<file path="src/logic/sis_pkg.sv">
// Behaviour
// - Pin low, debug-port reset or serial reset command force all outputs to reset states
// - During reset, open-drain outputs and open-drain gate pins float
// - During reset, gate-driver pins actively pull low
// - After reset outputs resume configured states; sequence restarts at step one
// - After reset, calibration reruns; monitors busy up to 500 us
// - Reset mid-operation aborts everything, returns to power-on state
// - Answer only the own 7-bit slave address, set from configuration
// - Port is slave only; master makes SCL and runs transfers
// - Frames are 9 clocks; slave acknowledges on the ninth of written frames
// - Addresses and data travel most significant bit first
// - SDA changes only with SCL low; SDA rising with SCL high ends transaction
// - After address with read bit, slave shifts addressed register out
// - Any write to register 0x12 resets the whole device
// - Bits without function read back as 1
// - Supply status registers show both comparator flags of each input
// - Window mode input reports window result on its first flag
// - Support bus timeout and alert line features
// - All serial registers also reachable from the debug port; here the debug port only requests a device reset
// - Channel select write starts conversion; done bit 0 while busy, 1 after
// - Each output comes from sequencing logic or host values per pin choice
package sis_pkg;
  // Timing
  localparam int unsigned CLK_MHZ = 100;
  localparam int unsigned CALIB_US = 500;
  localparam int unsigned CALIB_CYC = CALIB_US * CLK_MHZ;
  localparam int unsigned TIMEOUT_US = 25000;
  localparam int unsigned TIMEOUT_CYC = TIMEOUT_US * CLK_MHZ;
  localparam int unsigned CONV_US = 100;
  localparam int unsigned CONV_CYC = CONV_US * CLK_MHZ;
  // Register offsets
  localparam logic [7:0] REG_CMP_A = 8'h00;
  localparam logic [7:0] REG_CMP_B = 8'h01;
  localparam logic [7:0] REG_CMP_C = 8'h02;
  localparam logic [7:0] REG_OUT_LO = 8'h03;
  localparam logic [7:0] REG_OUT_HI = 8'h04;
  localparam logic [7:0] REG_DIN = 8'h06;
  localparam logic [7:0] REG_RES_LO = 8'h07;
  localparam logic [7:0] REG_RES_HI = 8'h08;
  localparam logic [7:0] REG_CHAN = 8'h09;
  localparam logic [7:0] REG_SIG0 = 8'h0a;
  localparam logic [7:0] REG_SIG1 = 8'h0b;
  localparam logic [7:0] REG_SIG2 = 8'h0c;
  localparam logic [7:0] REG_SIG3 = 8'h0d;
  localparam logic [7:0] REG_GP_LO = 8'h0e;
  localparam logic [7:0] REG_GP_HI = 8'h0f;
  localparam logic [7:0] REG_OVR = 8'h11;
  localparam logic [7:0] REG_RESET = 8'h12;
  // Field positions and reset values
  localparam int unsigned CHAN_W = 5;
  localparam int unsigned OVR_LSB = 1;
  localparam logic [7:0] GP_LO_RST = 8'h04;
  localparam logic [5:0] GP_HI_RST = 6'h00;
  localparam logic [2:0] OVR_RST = 3'h0;
  localparam logic [4:0] CHAN_RST = 5'h00;
  localparam logic [7:0] UNMAPPED = 8'hff;
  typedef enum logic [3:0] {
    ST_IDLE = 4'h0, ST_ADDR = 4'h1, ST_ACK_ADDR = 4'h3, ST_REG = 4'h2,
    ST_ACK_REG = 4'h6, ST_DATA = 4'h7, ST_ACK_DATA = 4'h5,
    ST_RD = 4'h4, ST_RD_ACK = 4'hc
  } sis_bus_st_type;
endpackage

</file>
<file path="src/logic/sis_conv_if.sv">
`timescale 1ns/1ps
`default_nettype none
interface sis_conv_if;
  logic start;
  logic [4:0] chan;
  logic calib_busy;
  logic done;
  logic [11:0] result;
  modport ctl (input start, chan, calib_busy, output done, result);
  modport host (output start, chan, calib_busy, input done, result);
endinterface
`default_nettype wire

</file>
<file path="src/logic/sis_adc_ctl.sv">
`timescale 1ns/1ps
`default_nettype none
module sis_adc_ctl
  import sis_pkg::*;
#(
  parameter int unsigned CONV_CYCLES = CONV_CYC
) (
  // Clock and reset
  input wire logic clk,
  input wire logic rst,
  // Converter
  input wire logic [11:0] adc_sample,
  sis_conv_if.ctl cif
);
  localparam int unsigned NW = $clog2(CONV_CYCLES + 1);
  typedef struct packed {
    logic [NW-1:0] cnt;
    logic done;
    logic [11:0] result;
  } sis_adc_state_type;
  sis_adc_state_type q, d;
  always_comb begin
    d = q;
    if (cif.start) begin
      d.cnt = NW'(CONV_CYCLES);
      d.done = 1'b0;
    end else if (q.cnt != '0 && !cif.calib_busy) begin
      // Conversion waits while the analog side recalibrates
      d.cnt = q.cnt - NW'(1);
      if (q.cnt == NW'(1)) begin
        d.done = 1'b1;
        d.result = adc_sample;
      end
    end
  end
  always_ff @(posedge clk) begin
    if (rst) begin
      q <= '{cnt: '0, done: 1'b1, result: 12'h000};
    end else begin
      q <= d;
    end
  end
  assign cif.done = q.done;
  assign cif.result = q.result;
endmodule
`default_nettype wire

</file>
<file path="src/logic/sis_reg_slave.sv">
`timescale 1ns/1ps
`default_nettype none
module sis_reg_slave
  import sis_pkg::*;
#(
  parameter int unsigned CALIB_CYCLES = CALIB_CYC,
  parameter int unsigned TIMEOUT_CYCLES = TIMEOUT_CYC,
  parameter int unsigned CONV_CYCLES = CONV_CYC
) (
  // Clock and reset
  input wire logic clk,
  input wire logic rst,
  // Reset requests
  input wire logic hard_clear_pin_n,
  input wire logic jtag_reset_req,
  // Two-wire bus
  input wire logic scl_in,
  input wire logic sda_in,
  output logic sda_out,
  output logic sda_oe,
  output logic smb_alert_out,
  output logic smb_alert_oe,
  // Configuration
  input wire logic [6:0] slave_addr,
  input wire logic [13:0] out_src_host,
  input wire logic [1:0] hv_fet_mode,
  input wire logic [9:0] window_mode,
  // Monitored state
  input wire logic [9:0] cmp_a,
  input wire logic [9:0] cmp_b,
  input wire logic [9:0] window_result,
  input wire logic [13:0] pld_outputs,
  input wire logic [3:0] digital_in,
  input wire logic [31:0] user_signature,
  input wire logic [11:0] adc_sample,
  // Pin drive
  output logic [11:0] open_drain_outputs_oe,
  output logic [1:0] gate_drive_outputs,
  output logic [1:0] gate_drive_outputs_oe,
  output logic [2:0] input_override,
  // System status
  output logic device_in_reset,
  output logic seq_restart,
  output logic calib_busy
);
  localparam int unsigned TW = $clog2(TIMEOUT_CYCLES + 1);
  localparam int unsigned CW = $clog2(CALIB_CYCLES + 1);
  typedef struct packed {
    sis_bus_st_type st;
    logic [3:0] bitcnt;
    logic [7:0] shreg;
    logic rw;
    logic [7:0] ptr;
    logic scl_p;
    logic sda_p;
    logic sda_oe;
    logic drive_lo;
    logic [TW-1:0] tout;
    logic [7:0] gp_lo;
    logic [5:0] gp_hi;
    logic [2:0] ovr;
    logic [4:0] chan;
    logic conv_start;
    logic soft_rst;
    logic alert;
    logic done_p;
    logic rst_act;
    logic seq_rst;
    logic [CW-1:0] calib;
    logic calib_busy;
    logic [11:0] od_oe;
    logic [1:0] hv_out;
    logic [1:0] hv_oe;
  } sis_top_state_type;
  sis_top_state_type q, d;
  logic [36:0] pins_s;
  logic clr_pin_s;
  logic scl_s;
  logic sda_s;
  logic [3:0] din_s;
  logic [9:0] cmp_a_s;
  logic [9:0] cmp_b_s;
  logic [9:0] win_s;
  logic [19:0] flags;
  logic [13:0] lvl;
  logic [13:0] gp_all;
  logic [7:0] rdata;
  logic dev_clr;
  logic start_c;
  logic stop_c;
  logic scl_rise;
  logic scl_fall;
  sis_conv_if cif ();
  // Pins and comparators come from outside this clock
  sis_sync #(.W(37)) u_sync (
    .clk(clk),
    .rst(rst),
    .d({hard_clear_pin_n, scl_in, sda_in, digital_in, cmp_a, cmp_b,
      window_result}),
    .q(pins_s)
  );
  assign clr_pin_s = pins_s[36];
  assign scl_s = pins_s[35];
  assign sda_s = pins_s[34];
  assign din_s = pins_s[33:30];
  assign cmp_a_s = pins_s[29:20];
  assign cmp_b_s = pins_s[19:10];
  assign win_s = pins_s[9:0];
  sis_adc_ctl #(.CONV_CYCLES(CONV_CYCLES)) u_adc (
    .clk(clk),
    .rst(dev_clr),
    .adc_sample(adc_sample),
    .cif(cif)
  );
  assign cif.start = q.conv_start;
  assign cif.chan = q.chan;
  assign cif.calib_busy = q.calib_busy;
  // Every source ends in the same full clear of the device
  assign dev_clr = rst | ~clr_pin_s | jtag_reset_req | q.soft_rst;
  assign scl_rise = scl_s & ~q.scl_p;
  assign scl_fall = ~scl_s & q.scl_p;
  assign start_c = scl_s & q.scl_p & q.sda_p & ~sda_s;
  assign stop_c = scl_s & q.scl_p & ~q.sda_p & sda_s;
  for (genvar i = 0; i < 10; i++) begin : g_flags
    assign flags[2*i] = window_mode[i] ? win_s[i] : cmp_a_s[i];
    assign flags[2*i+1] = cmp_b_s[i];
  end
  assign gp_all = {q.gp_hi, q.gp_lo};
  for (genvar j = 0; j < 14; j++) begin : g_lvl
    assign lvl[j] = out_src_host[j] ? gp_all[j]
      : pld_outputs[j];
  end
  // Read data; unused bits and unmapped offsets read as ones
  always_comb begin
    case (q.ptr)
      REG_CMP_A: rdata = flags[7:0];
      REG_CMP_B: rdata = flags[15:8];
      REG_CMP_C: rdata = {4'hf, flags[19:16]};
      REG_OUT_LO: rdata = lvl[7:0];
      REG_OUT_HI: rdata = {2'h3, lvl[13:8]};
      REG_DIN: rdata = {4'hf, din_s};
      REG_RES_LO: rdata = {cif.result[3:0], 3'h7, cif.done};
      REG_RES_HI: rdata = cif.result[11:4];
      REG_CHAN: rdata = {3'h7, q.chan};
      REG_SIG0: rdata = user_signature[7:0];
      REG_SIG1: rdata = user_signature[15:8];
      REG_SIG2: rdata = user_signature[23:16];
      REG_SIG3: rdata = user_signature[31:24];
      REG_GP_LO: rdata = q.gp_lo;
      REG_GP_HI: rdata = {2'h3, q.gp_hi};
      REG_OVR: rdata = {4'hf, q.ovr, 1'b1};
      default: rdata = UNMAPPED;
    endcase
  end
  always_comb begin
    d = q;
    d.scl_p = scl_s;
    d.sda_p = sda_s;
    d.conv_start = 1'b0;
    d.soft_rst = 1'b0;
    d.seq_rst = 1'b0;
    d.done_p = cif.done;
    // Slave only: SCL is never driven, SDA only pulled low
    if (start_c) begin
      d.st = ST_ADDR;
      d.bitcnt = 4'h0;
      d.sda_oe = 1'b0;
    end else if (stop_c) begin
      d.st = ST_IDLE;
      d.sda_oe = 1'b0;
    end else if (scl_rise) begin
      case (q.st)
        ST_ADDR, ST_REG, ST_DATA: begin
          d.shreg = {q.shreg[6:0], sda_s};
          d.bitcnt = q.bitcnt + 4'h1;
        end
        ST_RD_ACK: begin
          // Master acknowledge clock ends the read, its value unused; one byte per read
          d.st = ST_IDLE;
        end
        default: begin
          d.st = q.st;
        end
      endcase
    end else if (scl_fall) begin
      case (q.st)
        ST_ADDR: begin
          if (q.bitcnt == 4'h8) begin
            if (q.shreg[7:1] == slave_addr) begin
              d.st = ST_ACK_ADDR;
              d.sda_oe = 1'b1;
              d.rw = q.shreg[0];
            end else begin
              d.st = ST_IDLE;
            end
          end
        end
        ST_ACK_ADDR: begin
          d.bitcnt = 4'h0;
          if (q.rw) begin
            d.st = ST_RD;
            d.shreg = rdata;
            d.sda_oe = ~rdata[7];
            if (q.ptr == REG_RES_LO) begin
              d.alert = 1'b0;
            end
          end else begin
            d.st = ST_REG;
            d.sda_oe = 1'b0;
          end
        end
        ST_REG: begin
          if (q.bitcnt == 4'h8) begin
            d.ptr = q.shreg;
            d.st = ST_ACK_REG;
            d.sda_oe = 1'b1;
          end
        end
        ST_ACK_REG: begin
          d.st = ST_DATA;
          d.bitcnt = 4'h0;
          d.sda_oe = 1'b0;
        end
        ST_DATA: begin
          if (q.bitcnt == 4'h8) begin
            d.st = ST_ACK_DATA;
            d.sda_oe = 1'b1;
            case (q.ptr)
              REG_CHAN: begin
                d.chan = q.shreg[CHAN_W-1:0];
                d.conv_start = 1'b1;
              end
              REG_GP_LO: d.gp_lo = q.shreg;
              REG_GP_HI: d.gp_hi = q.shreg[5:0];
              REG_OVR: d.ovr = q.shreg[OVR_LSB+2:OVR_LSB];
              default: d.gp_lo = q.gp_lo;
            endcase
          end
        end
        ST_ACK_DATA: begin
          d.st = ST_IDLE;
          d.sda_oe = 1'b0;
          // Reset after the acknowledge so the master sees it taken
          d.soft_rst = (q.ptr == REG_RESET);
        end
        ST_RD: begin
          if (q.bitcnt == 4'h7) begin
            d.st = ST_RD_ACK;
            d.sda_oe = 1'b0;
          end else begin
            d.shreg = {q.shreg[6:0], 1'b0};
            d.sda_oe = ~q.shreg[6];
            d.bitcnt = q.bitcnt + 4'h1;
          end
        end
        default: begin
          d.st = q.st;
        end
      endcase
    end
    // Bus timeout frees a stuck transfer; SCL high clears the count
    if (scl_s || q.st == ST_IDLE) begin
      d.tout = '0;
    end else if (q.tout == TW'(TIMEOUT_CYCLES - 1)) begin
      d.tout = '0;
      d.st = ST_IDLE;
      d.sda_oe = 1'b0;
    end else begin
      d.tout = q.tout + TW'(1);
    end
    // Alert set on conversion end; set wins over the read clear
    if (cif.done && !q.done_p) begin
      d.alert = 1'b1;
    end
    if (q.calib != '0) begin
      d.calib = q.calib - CW'(1);
      d.calib_busy = (q.calib != CW'(1));
    end
    if (q.rst_act) begin
      d.rst_act = 1'b0;
      d.seq_rst = 1'b1;
      d.calib = CW'(CALIB_CYCLES);
      d.calib_busy = 1'b1;
    end
    d.od_oe = ~lvl[13:2];
    d.hv_oe = hv_fet_mode | ~lvl[1:0];
    d.hv_out = hv_fet_mode & lvl[1:0];
    if (dev_clr) begin
      // Aborts everything in flight, back to power-on state
      d = '0;
      d.st = ST_IDLE;
      d.scl_p = 1'b1;
      d.sda_p = 1'b1;
      d.gp_lo = GP_LO_RST;
      d.gp_hi = GP_HI_RST;
      d.ovr = OVR_RST;
      d.chan = CHAN_RST;
      d.done_p = 1'b1;
      d.rst_act = 1'b1;
      d.calib_busy = 1'b1;
      d.od_oe = 12'h000;
      d.hv_oe = hv_fet_mode;
      d.hv_out = 2'h0;
    end
  end
  always_ff @(posedge clk) begin
    q <= d;
  end
  assign sda_out = q.drive_lo;
  assign sda_oe = q.sda_oe;
  assign smb_alert_out = q.drive_lo;
  assign smb_alert_oe = q.alert;
  assign open_drain_outputs_oe = q.od_oe;
  assign gate_drive_outputs = q.hv_out;
  assign gate_drive_outputs_oe = q.hv_oe;
  assign input_override = q.ovr;
  assign device_in_reset = q.rst_act;
  assign seq_restart = q.seq_rst;
  assign calib_busy = q.calib_busy;
endmodule
`default_nettype wire

</file>
<file path="src/logic/sis_sync.sv">
`timescale 1ns/1ps
`default_nettype none
module sis_sync #(
  parameter int unsigned W = 1
) (
  // Clock and reset
  input wire logic clk,
  input wire logic rst,
  // Data
  input wire logic [W-1:0] d,
  output logic [W-1:0] q
);
  typedef struct packed {
    logic [W-1:0] s1;
    logic [W-1:0] s2;
  } sis_sync_state_type;
  sis_sync_state_type r_q, r_d;
  always_comb begin
    r_d.s1 = d;
    r_d.s2 = r_q.s1;
  end
  // Idle-high reset suits the bus lines and the active-low clear pin
  always_ff @(posedge clk) begin
    if (rst) begin
      r_q <= '1;
    end else begin
      r_q <= r_d;
    end
  end
  assign q = r_q.s2;
endmodule
`default_nettype wire

</file>
<file path="config.mk">
export PLATFORM = sky130hd
export DESIGN_NAME = sis_reg_slave
export DESIGN_NICKNAME = d
export VERILOG_FILES = /design/src/logic/sis_pkg.sv /design/src/logic/sis_conv_if.sv /design/src/logic/sis_adc_ctl.sv /design/src/logic/sis_reg_slave.sv /design/src/logic/sis_sync.sv
export SDC_FILE = /design/constraint.sdc
export NUM_CORES = 1
export LEC_CHECK = 0
export BUFFER_PORTS_ARGS = -buffer_cell sky130_fd_sc_hd__buf_4
export CAP_MARGIN = 20
export CORE_MARGIN = 2
export CORE_UTILIZATION = 40
export DETAILED_ROUTE_END_ITERATION = 7
export PLACE_DENSITY = 0.62
export SLEW_MARGIN = 10
export SYNTH_ARGS = -nofsm -noshare
export SYNTH_HDL_FRONTEND = slang
export SYNTH_SLANG_ARGS = --single-unit
</file>
<file path="constraint.sdc">
create_clock -name clk -period 2.9 [get_ports clk]
set_input_delay 0.29 -clock clk [delete_from_list [all_inputs] [get_ports clk]]
set_output_delay 0.29 -clock clk [all_outputs]
set_load 0.01 [all_outputs]
</file>
==> results of run 1 <==
==> cell usage after synthesis, types with 6 or more instances <==
library cell	number
buf_2	11
nand2b_1	17
a21oi_1	60
o21a_1	8
nor3_1	23
or2_2	77
xnor2_1	31
ha_1	11
dfxtp_1	212
buf_4	21
and2_1	14
o21ai_0	46
a211oi_1	7
mux2i_1	39
xor2_1	21
a221oi_1	6
clkbuf_1	51
nor2b_1	19
nand2_1	92
nand3b_1	14
a31oi_1	7
nor2_1	103
inv_1	17
or3_1	6
and3_1	8
nand3_1	62
nor4_1	11
o211ai_1	10
==> power breakdown <==
group / leakage, nW / internal (W) / switching [W]
sequential: 1.73 / 0.00298 / 0.0000273
combinational: 2.54 / 0.000289 / 0.000217
clock: 0.405 / 0.00193 / 0.00123
==> final timing paths <==
kind         cells past startpoint  slack (ns)                                 to                startpoint
min reg2reg                      1        0.40             u_sync.q[2]$_SDFF_PP1_  u_sync.r_d[2]$_SDFF_PP1_
max                              7        0.34                 q[99]$_SDFFE_PP0P_        q[89]$_SDFFE_PP0P_
max reg2reg                      7        0.34                 q[99]$_SDFFE_PP0P_        q[89]$_SDFFE_PP0P_
min                              3        0.02  u_adc.cif.result[11]$_SDFFE_PP0P_            adc_sample[11]
==> final cells by class <==
cell class	instances	share of cell area [%]
inverters	19	0.580
multi-input cells	788	39.8
clock buffers	35	5.63
clock inverters	9	1.15
well taps	319	3.25
repair buffers	229	15.1
flip-flops and latches	212	34.5
==> cells by family (layout without fill, tap and decap cells) <==
group / after synthesis / in the layout / synth area share (%)
compound gates: 193 / 193 / 12.7
xor+xnor: 52 / 52 / 4.74
fa+ha+maj: 11 / 11 / 1.43
buf+inv: 104 / 292 / 5.03
flops: 212 / 212 / 44.2
mux: 45 / 45 / 4.88
other cells: 1 / 2 / 0.0390
simple gates: 485 / 485 / 27.0
==> stage by stage <==
step / power (W) / util [%]
after global routing: 0.00693 / 52.2
after global placement: 0.00353 / 46.8
after detailed placement: 0.00353 / 46.8
final: 0.00668 / 52.2
after CTS: 0.00674 / 52.2
after floorplan: 0.00332 / -
==> registers in the layout (all words and copies together) (netlist names), 2 cells and up <==
signal,flops
gate_drive_outputs_oe,2
gp_all,14
u_sync.q,37
u_adc.cif.result,12
u_sync.r_d,37
input_override,3
u_adc.q,14
gate_drive_outputs,2
open_drain_outputs_oe,12
cif.chan,5
q,67
==> repair_timing <==
item | CTS | global route
hold buffers | 43 | 0
hold endpoints to repair | 43 | 0
endpoints found under the setup margin | 0 | 0
==> worst min-delay path, stage by stage <==
cell,delay (ns)
buf_4,0.11
nand2_1,0.05
a21oi_1,0.05
==> per-layer routing <==
layer | up-vias | part of all wire (%) | GRT usage, %
met5 | - | 0 | 0
met4 | 0 | 3.5 | 7.98
met3 | 53 | 8.2 | 4.38
met2 | 331 | 43 | 32.1
met1 | 3796 | 45 | 29.0
li1 | 4144 | - | -
==> cell usage in the layout, fill, tap and decap left out, drive strengths merged, types with 5 or more instances in the layout <==
cell | synthesis | final
a221oi | 6 | 6
xor2 | 21 | 21
a21oi | 60 | 60
mux2 | 5 | 5
clkbuf | 51 | 35
nor2b | 19 | 19
inv | 18 | 19
a31oi | 7 | 7
nand2b | 17 | 17
nand4 | 5 | 5
o221ai | 5 | 5
and3 | 8 | 8
or2 | 77 | 77
or3 | 7 | 7
nor4 | 15 | 15
a22oi | 5 | 5
or4 | 5 | 5
mux2i | 39 | 39
buf | 34 | 186
dlygate4sd3 | 0 | 43
clkinv | 1 | 5
and2 | 15 | 15
o21ai | 47 | 47
o22ai | 5 | 5
a211oi | 7 | 7
xnor2 | 31 | 31
nor3 | 25 | 25
o211ai | 10 | 10
nand3b | 14 | 14
o21a | 8 | 8
nor4b | 6 | 6
dfxtp | 212 | 212
ha | 11 | 11
nor2 | 103 | 103
nand2 | 93 | 93
nand3 | 62 | 62
==> run summary, run 1 <==
The worst hold path belongs to the class in2reg. Synthesis handed over a netlist of 1103 instances. The global-route wire length before repair is 42.9 mm. The tool flagged a number of max-cap violations equal to 0. Walking the worst path, the cells encountered are buf_4, mux2i_1, o21ai_0, a22oi_1, o32ai_1, a2111oi_2, a2111oi_0. The setup-violating endpoint count in the final report came out at 0. The slew at the pin closest to its max-slew limit is 0.890 ns. The flow ran to the end, and the final reports show no timing, DRC or antenna violations. The final critical delay including setup and external delays came out at 2.56 ns.

The number of different library cells used by synthesis comes to 77. In this run the biggest area consumer among cell types represents 44.2% of the synthesized area. The final routed wirelength across all metal layers came out at 27.0 mm. The number of clock buffers inserted by TritonCTS came out at 24. Summing the sequential cell areas from Yosys gives 44.2% of the chip area.

The area of the core is 0.0235 sq mm. In this run, the number of DRC markers left after iteration 0 of detailed routing was 638. The sink count of the clock tree came out at 212. The total area of multi-input combinational cells is 0.00489 sq mm. The required arrival time at the worst endpoint is 3.27 ns.

The combined global-route utilization of all metal layers is 20.9%. The number of routed nets with antenna violations came out at 0. The clock tree from TritonCTS is yes. The number of pins with negative max-slew slack in the final report is 0.

The number of nets in the layout is 1416. The share of cells above drive strength 1 came out at 25.1%. The count of buffer and inverter cells on the critical path came out at 1. The number of placed cells counting well taps is 1524. For this run, design rule violations remaining after detail routing come to 0.

STA classifies the critical path startpoint as a flop. 157 I/O pins were placed. The number of storage elements in the synthesis netlist is 212.

IR analysis of the VDD net gives a maximum drop of 0.372 mV. The worst hold-check slack came out at 0.0186 ns. Using the TritonRoute via totals, the vias-per-cell ratio works out to 5.17.

The die covers 0.0253 sq mm. The share of flip-flops with an asynchronous set or reset after synthesis came out at 0%. The worst setup path is of the reg2reg kind. STA classifies the critical path endpoint as a flop. Yosys attributes the largest share of cell area to dfxtp_1, or2_2, mux2i_1, nor2_1, nand2_1.

The deepest clock path buffer count is 3. The Yosys warning count came out at 0. The maximum fanout count along the critical path came out at 21. The static power due to leakage came out at 4.67 nW. The number of global-route vias before repair came out at 7993. The number of synthesized flops with an enable pin is 0. The number of antenna violations at the first check in global routing came out at 1. Before antenna repair, the detailed router went through 5 iterations. The average size of a mapped cell came out at 8.71 sq um. The synthesized netlist occupies a cell area of 0.00961 sq mm.

The total congestion overflow is 0. The half-perimeter wire length after placement is 19.4 mm. The root buffer cell chosen for the clock tree is clkbuf_16. The worst setup timing slack at the placement stage came out at 0.429 ns. The number of antenna cells inserted came out at 0. The congestion estimate from routability-driven global placement came to 0.928. The effective utilization at floorplan came out at 40.8%. The power density of the placed cells is 543 mW/mm^2. The fmax is 0.390 GHz. The die width came out at 159 microns. The count of buffers added on input and output ports is 154. The post-route clock skew is 0.0167 ns.

For this block, the via count after detailed routing is 8324. The slowest library cell on the worst path is dfxtp_1. The area of all sequential standard cells is 0.00425 sq mm. Once layout is complete, the cells apart from fillers number 1611. The area added between synthesis and finish is 27.9%. The clock reaches the later pin of the worst-skew pair after 0.53 ns.

The final instance area came out at 0.0123 sq mm. The average routed wire per standard cell is 16.7 microns. The delay of the slowest critical-path stage came out at 0.90 ns. The minimum setup slack in the final design is 0.337 ns.

The cell family contributing the most delay on the critical path is compound AO/OA/AOI/OAI gates. Setup repair after global routing left no endpoint under its margin. The relative max-transition margin came out at 40.6%. The post-CTS setup buffer count came out at 0.

The filler cells instantiated in the layout total 2291. The vertical extent of the die came out at 159 microns. Once the clock tree was built, the resizer swapped 0 gates to a different size. The number of failing hold endpoints at the final stage is 0. Summed over all instances, the cell type with the most area after synthesis is dfxtp_1. After floorplanning, the core was divided into 56 placement rows. The clock transition at the registers of the reported paths came out at 0.06 ns. After detailed placement, the total cell area comes to 0.0110 sq mm. Among all flip-flop cells after synthesis, the most frequent one is dfxtp_1. The setup TNS after final layout came out at 0 ns. The fraction of the cycle the final worst path needs came out at 88.4%.

The maximum level of the CTS H-tree is 1. The data arrival time of the critical path is 2.94 ns. Entering global routing, the biggest net connects 76 pins.
Note: power is estimated with default switching activity, not from simulation.
==> inputs of run 2 (changes only) <==
Settings changed: CORE_UTILIZATION 40 to 35, GPL_TIMING_DRIVEN set to 0, PLACE_DENSITY 0.62 to 0.56.
==> run 2 against run 1 <==
  * Maximum frequency fell by 7.4%
  * Setup slack got worse by 0.20 ns
  * Die area rose by 14%
  * Highest routed layer unchanged
==> run summary, run 2 (synthesis results as in run 1) <==
In this run the power spent charging and discharging nets is 0.00149 W. After the last flow step, the layout net total stands at 1467. The register with the most flip-flops in the layout has 67 of them. The number of clock buffers inserted by TritonCTS came out at 24. The flow ran to the end, and the final reports show no timing, DRC or antenna violations. The worst hold-check slack is 0.0193 ns. In the final routed layout, each cell accounts on average for 18.1 microns.

The clock network fraction of design power came out at 46.3%. The number of global-route vias before repair came out at 8135. The largest register by flop count is q.

Across all setup checks in the final design, the least slack found is 0.134 ns. TritonCTS built the clock tree. OpenSTA, run right after detailed placement, puts the worst setup slack at -0.199 ns. The most critical setup path has its startpoint at q[87]$_SDFFE_PP0P_. Detailed placement finished with a half-perimeter wire length of 22.5 mm. The sequential group share of total power came out at 45.6%. The number of pins with negative max-slew slack in the final report is 0. The total via count in the routed design came out at 8685.

The path depth of the worst reg2reg path came out at 7. Relative to the synthesized area, the layout overhead comes to 29.2%. The share of cells above drive strength 1 came out at 24.4%. In this run the critical register-to-register path is launched from q[87]$_SDFFE_PP0P_.

The number of antenna violations at the first check in global routing came to 1. The relative max-transition margin came out at 42.8%. The slew at the pin closest to its max-slew limit is 0.851 ns.

Global routing finished with a remaining overflow of 0. Clock skew on the completed layout was measured at 0.0159 ns. The number of routed nets with antenna violations is 0. The top-level I/O count is 157. After detailed routing, the number of vias per cell comes to 5.16. The reported max-cap violation count came out at 0. Setup repair after global routing left no endpoint under its margin. The worst hold path belongs to the class in2reg. The post-place instance area is 0.0112 sq mm. The die covers 0.0288 sq mm.

The required arrival time at the worst endpoint came out at 3.27 ns. The part of the total power dissipated in combinational logic is 8.1%. The maximum fanout count along the critical path is 10. The maximum resistive drop on vdd came out at 0.354 mV. The final routed DRC violation total came out at 0. Power comes to 0.00660 W. The effective utilization at floorplan came out at 35.6%. In this run, the number of DRC markers left after iteration 0 of detailed routing was 579.

CTS saw 212 sinks. The setup-violating endpoint count in the final report is 0. In this run the number of H-tree levels came out at 1. Dividing the final minimum period by the clock period gives 95.4%.

The switching power as a share of total power came out at 22.5%. In this run the most critical hold path is launched from out_src_host[2]. The number of failing hold endpoints at the final stage came out at 0. The die is 170 microns wide. The kind of critical path is reg2reg. The endpoint identified for the worst register-to-register timing path is q[97]$_SDFFE_PP0P_. The final routed wirelength across all metal layers is 30.4 mm. The number of port buffers came out at 154. The static power due to leakage is 4.73 nW. The clock transition at the registers of the reported paths came out at 0.06 ns.

Leaving out fill and tap cells, the most frequent cell in the layout is dfxtp_1. The worst register-to-register path has a setup slack of 0.13 ns. For the finished layout, the period the worst path requires is 2.77 ns.

The cell sitting at the root of the clock tree is a clkbuf_16. The library cells used most frequently in the layout, excluding fill and tap cells, are dfxtp_1, buf_4, nor2_1. The floorplan has 60 rows. The core region is 0.0270 sq mm. The number of antenna cells inserted is 0. STA classifies the critical path endpoint as a flop.

The data arrival time of the critical path came out at 3.13 ns. The number of instances on the worst hold path is 2. The final instance area is 0.0124 sq mm. The worst-skew pair later-pin latency is 0.52 ns.

The vertical extent of the die is 170 microns. The kind of start point of the critical path is a flop. The worst hold path terminates at open_drain_outputs_oe[0]$_SDFF_PP0_. The power density of the placed cells is 532 mW/mm^2. The deepest clock path buffer count is 3. The global-route wire length before repair came out at 45.9 mm. The combined global-route utilization of all metal layers came out at 20.6%. The first detailed-routing pass took 5 iterations.

Derived from the worst setup path, the maximum achievable clock frequency is 0.361 GHz. The global placer's final weighted congestion is 0.959. The largest net degree at the start of global routing came out at 14. The cell internal power dissipation is 0.00512 W.
==> run 2: changes by cell type in the layout (fill, tap and decap cells not counted), sizes merged <==
cell         delta
dlygate4sd3     -3
bufinv          -1
inv             -1
buf             +4
clkinv          +4
clkbuf         +48
==> run 2: per-stage QoR <==
step | cells | utilization [%] | TNS (ns)
3_3_place_gp | 1599 | 41.5 | -0.957
3_5_place_dp | 1599 | 41.5 | -1.46
4_1_cts | 1684 | 46.0 | 0
2_1_floorplan | 1104 | - | 0
6_report | 1684 | 46.1 | 0
5_1_grt | 1684 | 46.1 | 0
==> run 2: worst max-delay path: stages, from the launching register on <==
cell and delay (ns):
dfxtp_1 0.31, buf_2 0.24, buf_2 0.29, clkbuf_1 0.47, clkbuf_1 0.59, a21oi_1 0.14, nor4b_2 0.43, o22ai_1 0.14
==> run 2: final cells by class <==
type,count,area (sq um)
inverter,19,71.3
multi-input combinational,788,4900
tap,341,427
buffer,85,414
timing repair buffer,195,1560
clock buffer,33,686
fill,2650,14500
sequential,212,4240
clock inverter,11,111
==> run 2: worst max path at each step <==
stage / end / slack, ns / depth (start not counted)
2_1_floorplan: gp_all[0]$_SDFFE_PP0P_ / 0.78 / 8
3_3_place_gp: q[102]$_SDFFE_PP0P_ / -0.16 / 9
3_5_place_dp: q[102]$_SDFFE_PP0P_ / -0.20 / 9
4_1_cts: q[102]$_SDFFE_PP0P_ / 0.03 / 9
5_1_grt: cif.chan[0]$_SDFFE_PP0P_ / 0.001 / 8
6_report: q[97]$_SDFFE_PP0P_ / 0.13 / 7
==> run 2: routing by layer <==
layer,global-route usage (%),part of all wire (%),up-vias
li1,-,-,4249
met1,28.0,46,4030
met2,32.1,43,335
met3,4.59,7.5,71
met4,7.13,3.3,0
met5,0,0,-
==> run 2: power by group through the flow <==
stage          combinational, W  sequential, W  clock (W)
6_report               0.000534        0.00301    0.00306
5_1_grt                0.000584        0.00302    0.00324
4_1_cts                0.000536        0.00301    0.00313
3_5_place_dp           0.000491        0.00307          0
3_3_place_gp           0.000490        0.00307          0
2_1_floorplan          0.000249        0.00307          0
==> run 2: what timing repair did <==
item | 4_1_cts | 5_1_grt
hold buffers | 40 | 0
hold endpoints to repair | 41 | 0
cloned | 0 | 0
pin swaps | 1 | 1
buffers inserted | 1 | 0
setup endpoints to repair | 10 | 18
gates resized for setup | 1 | 6
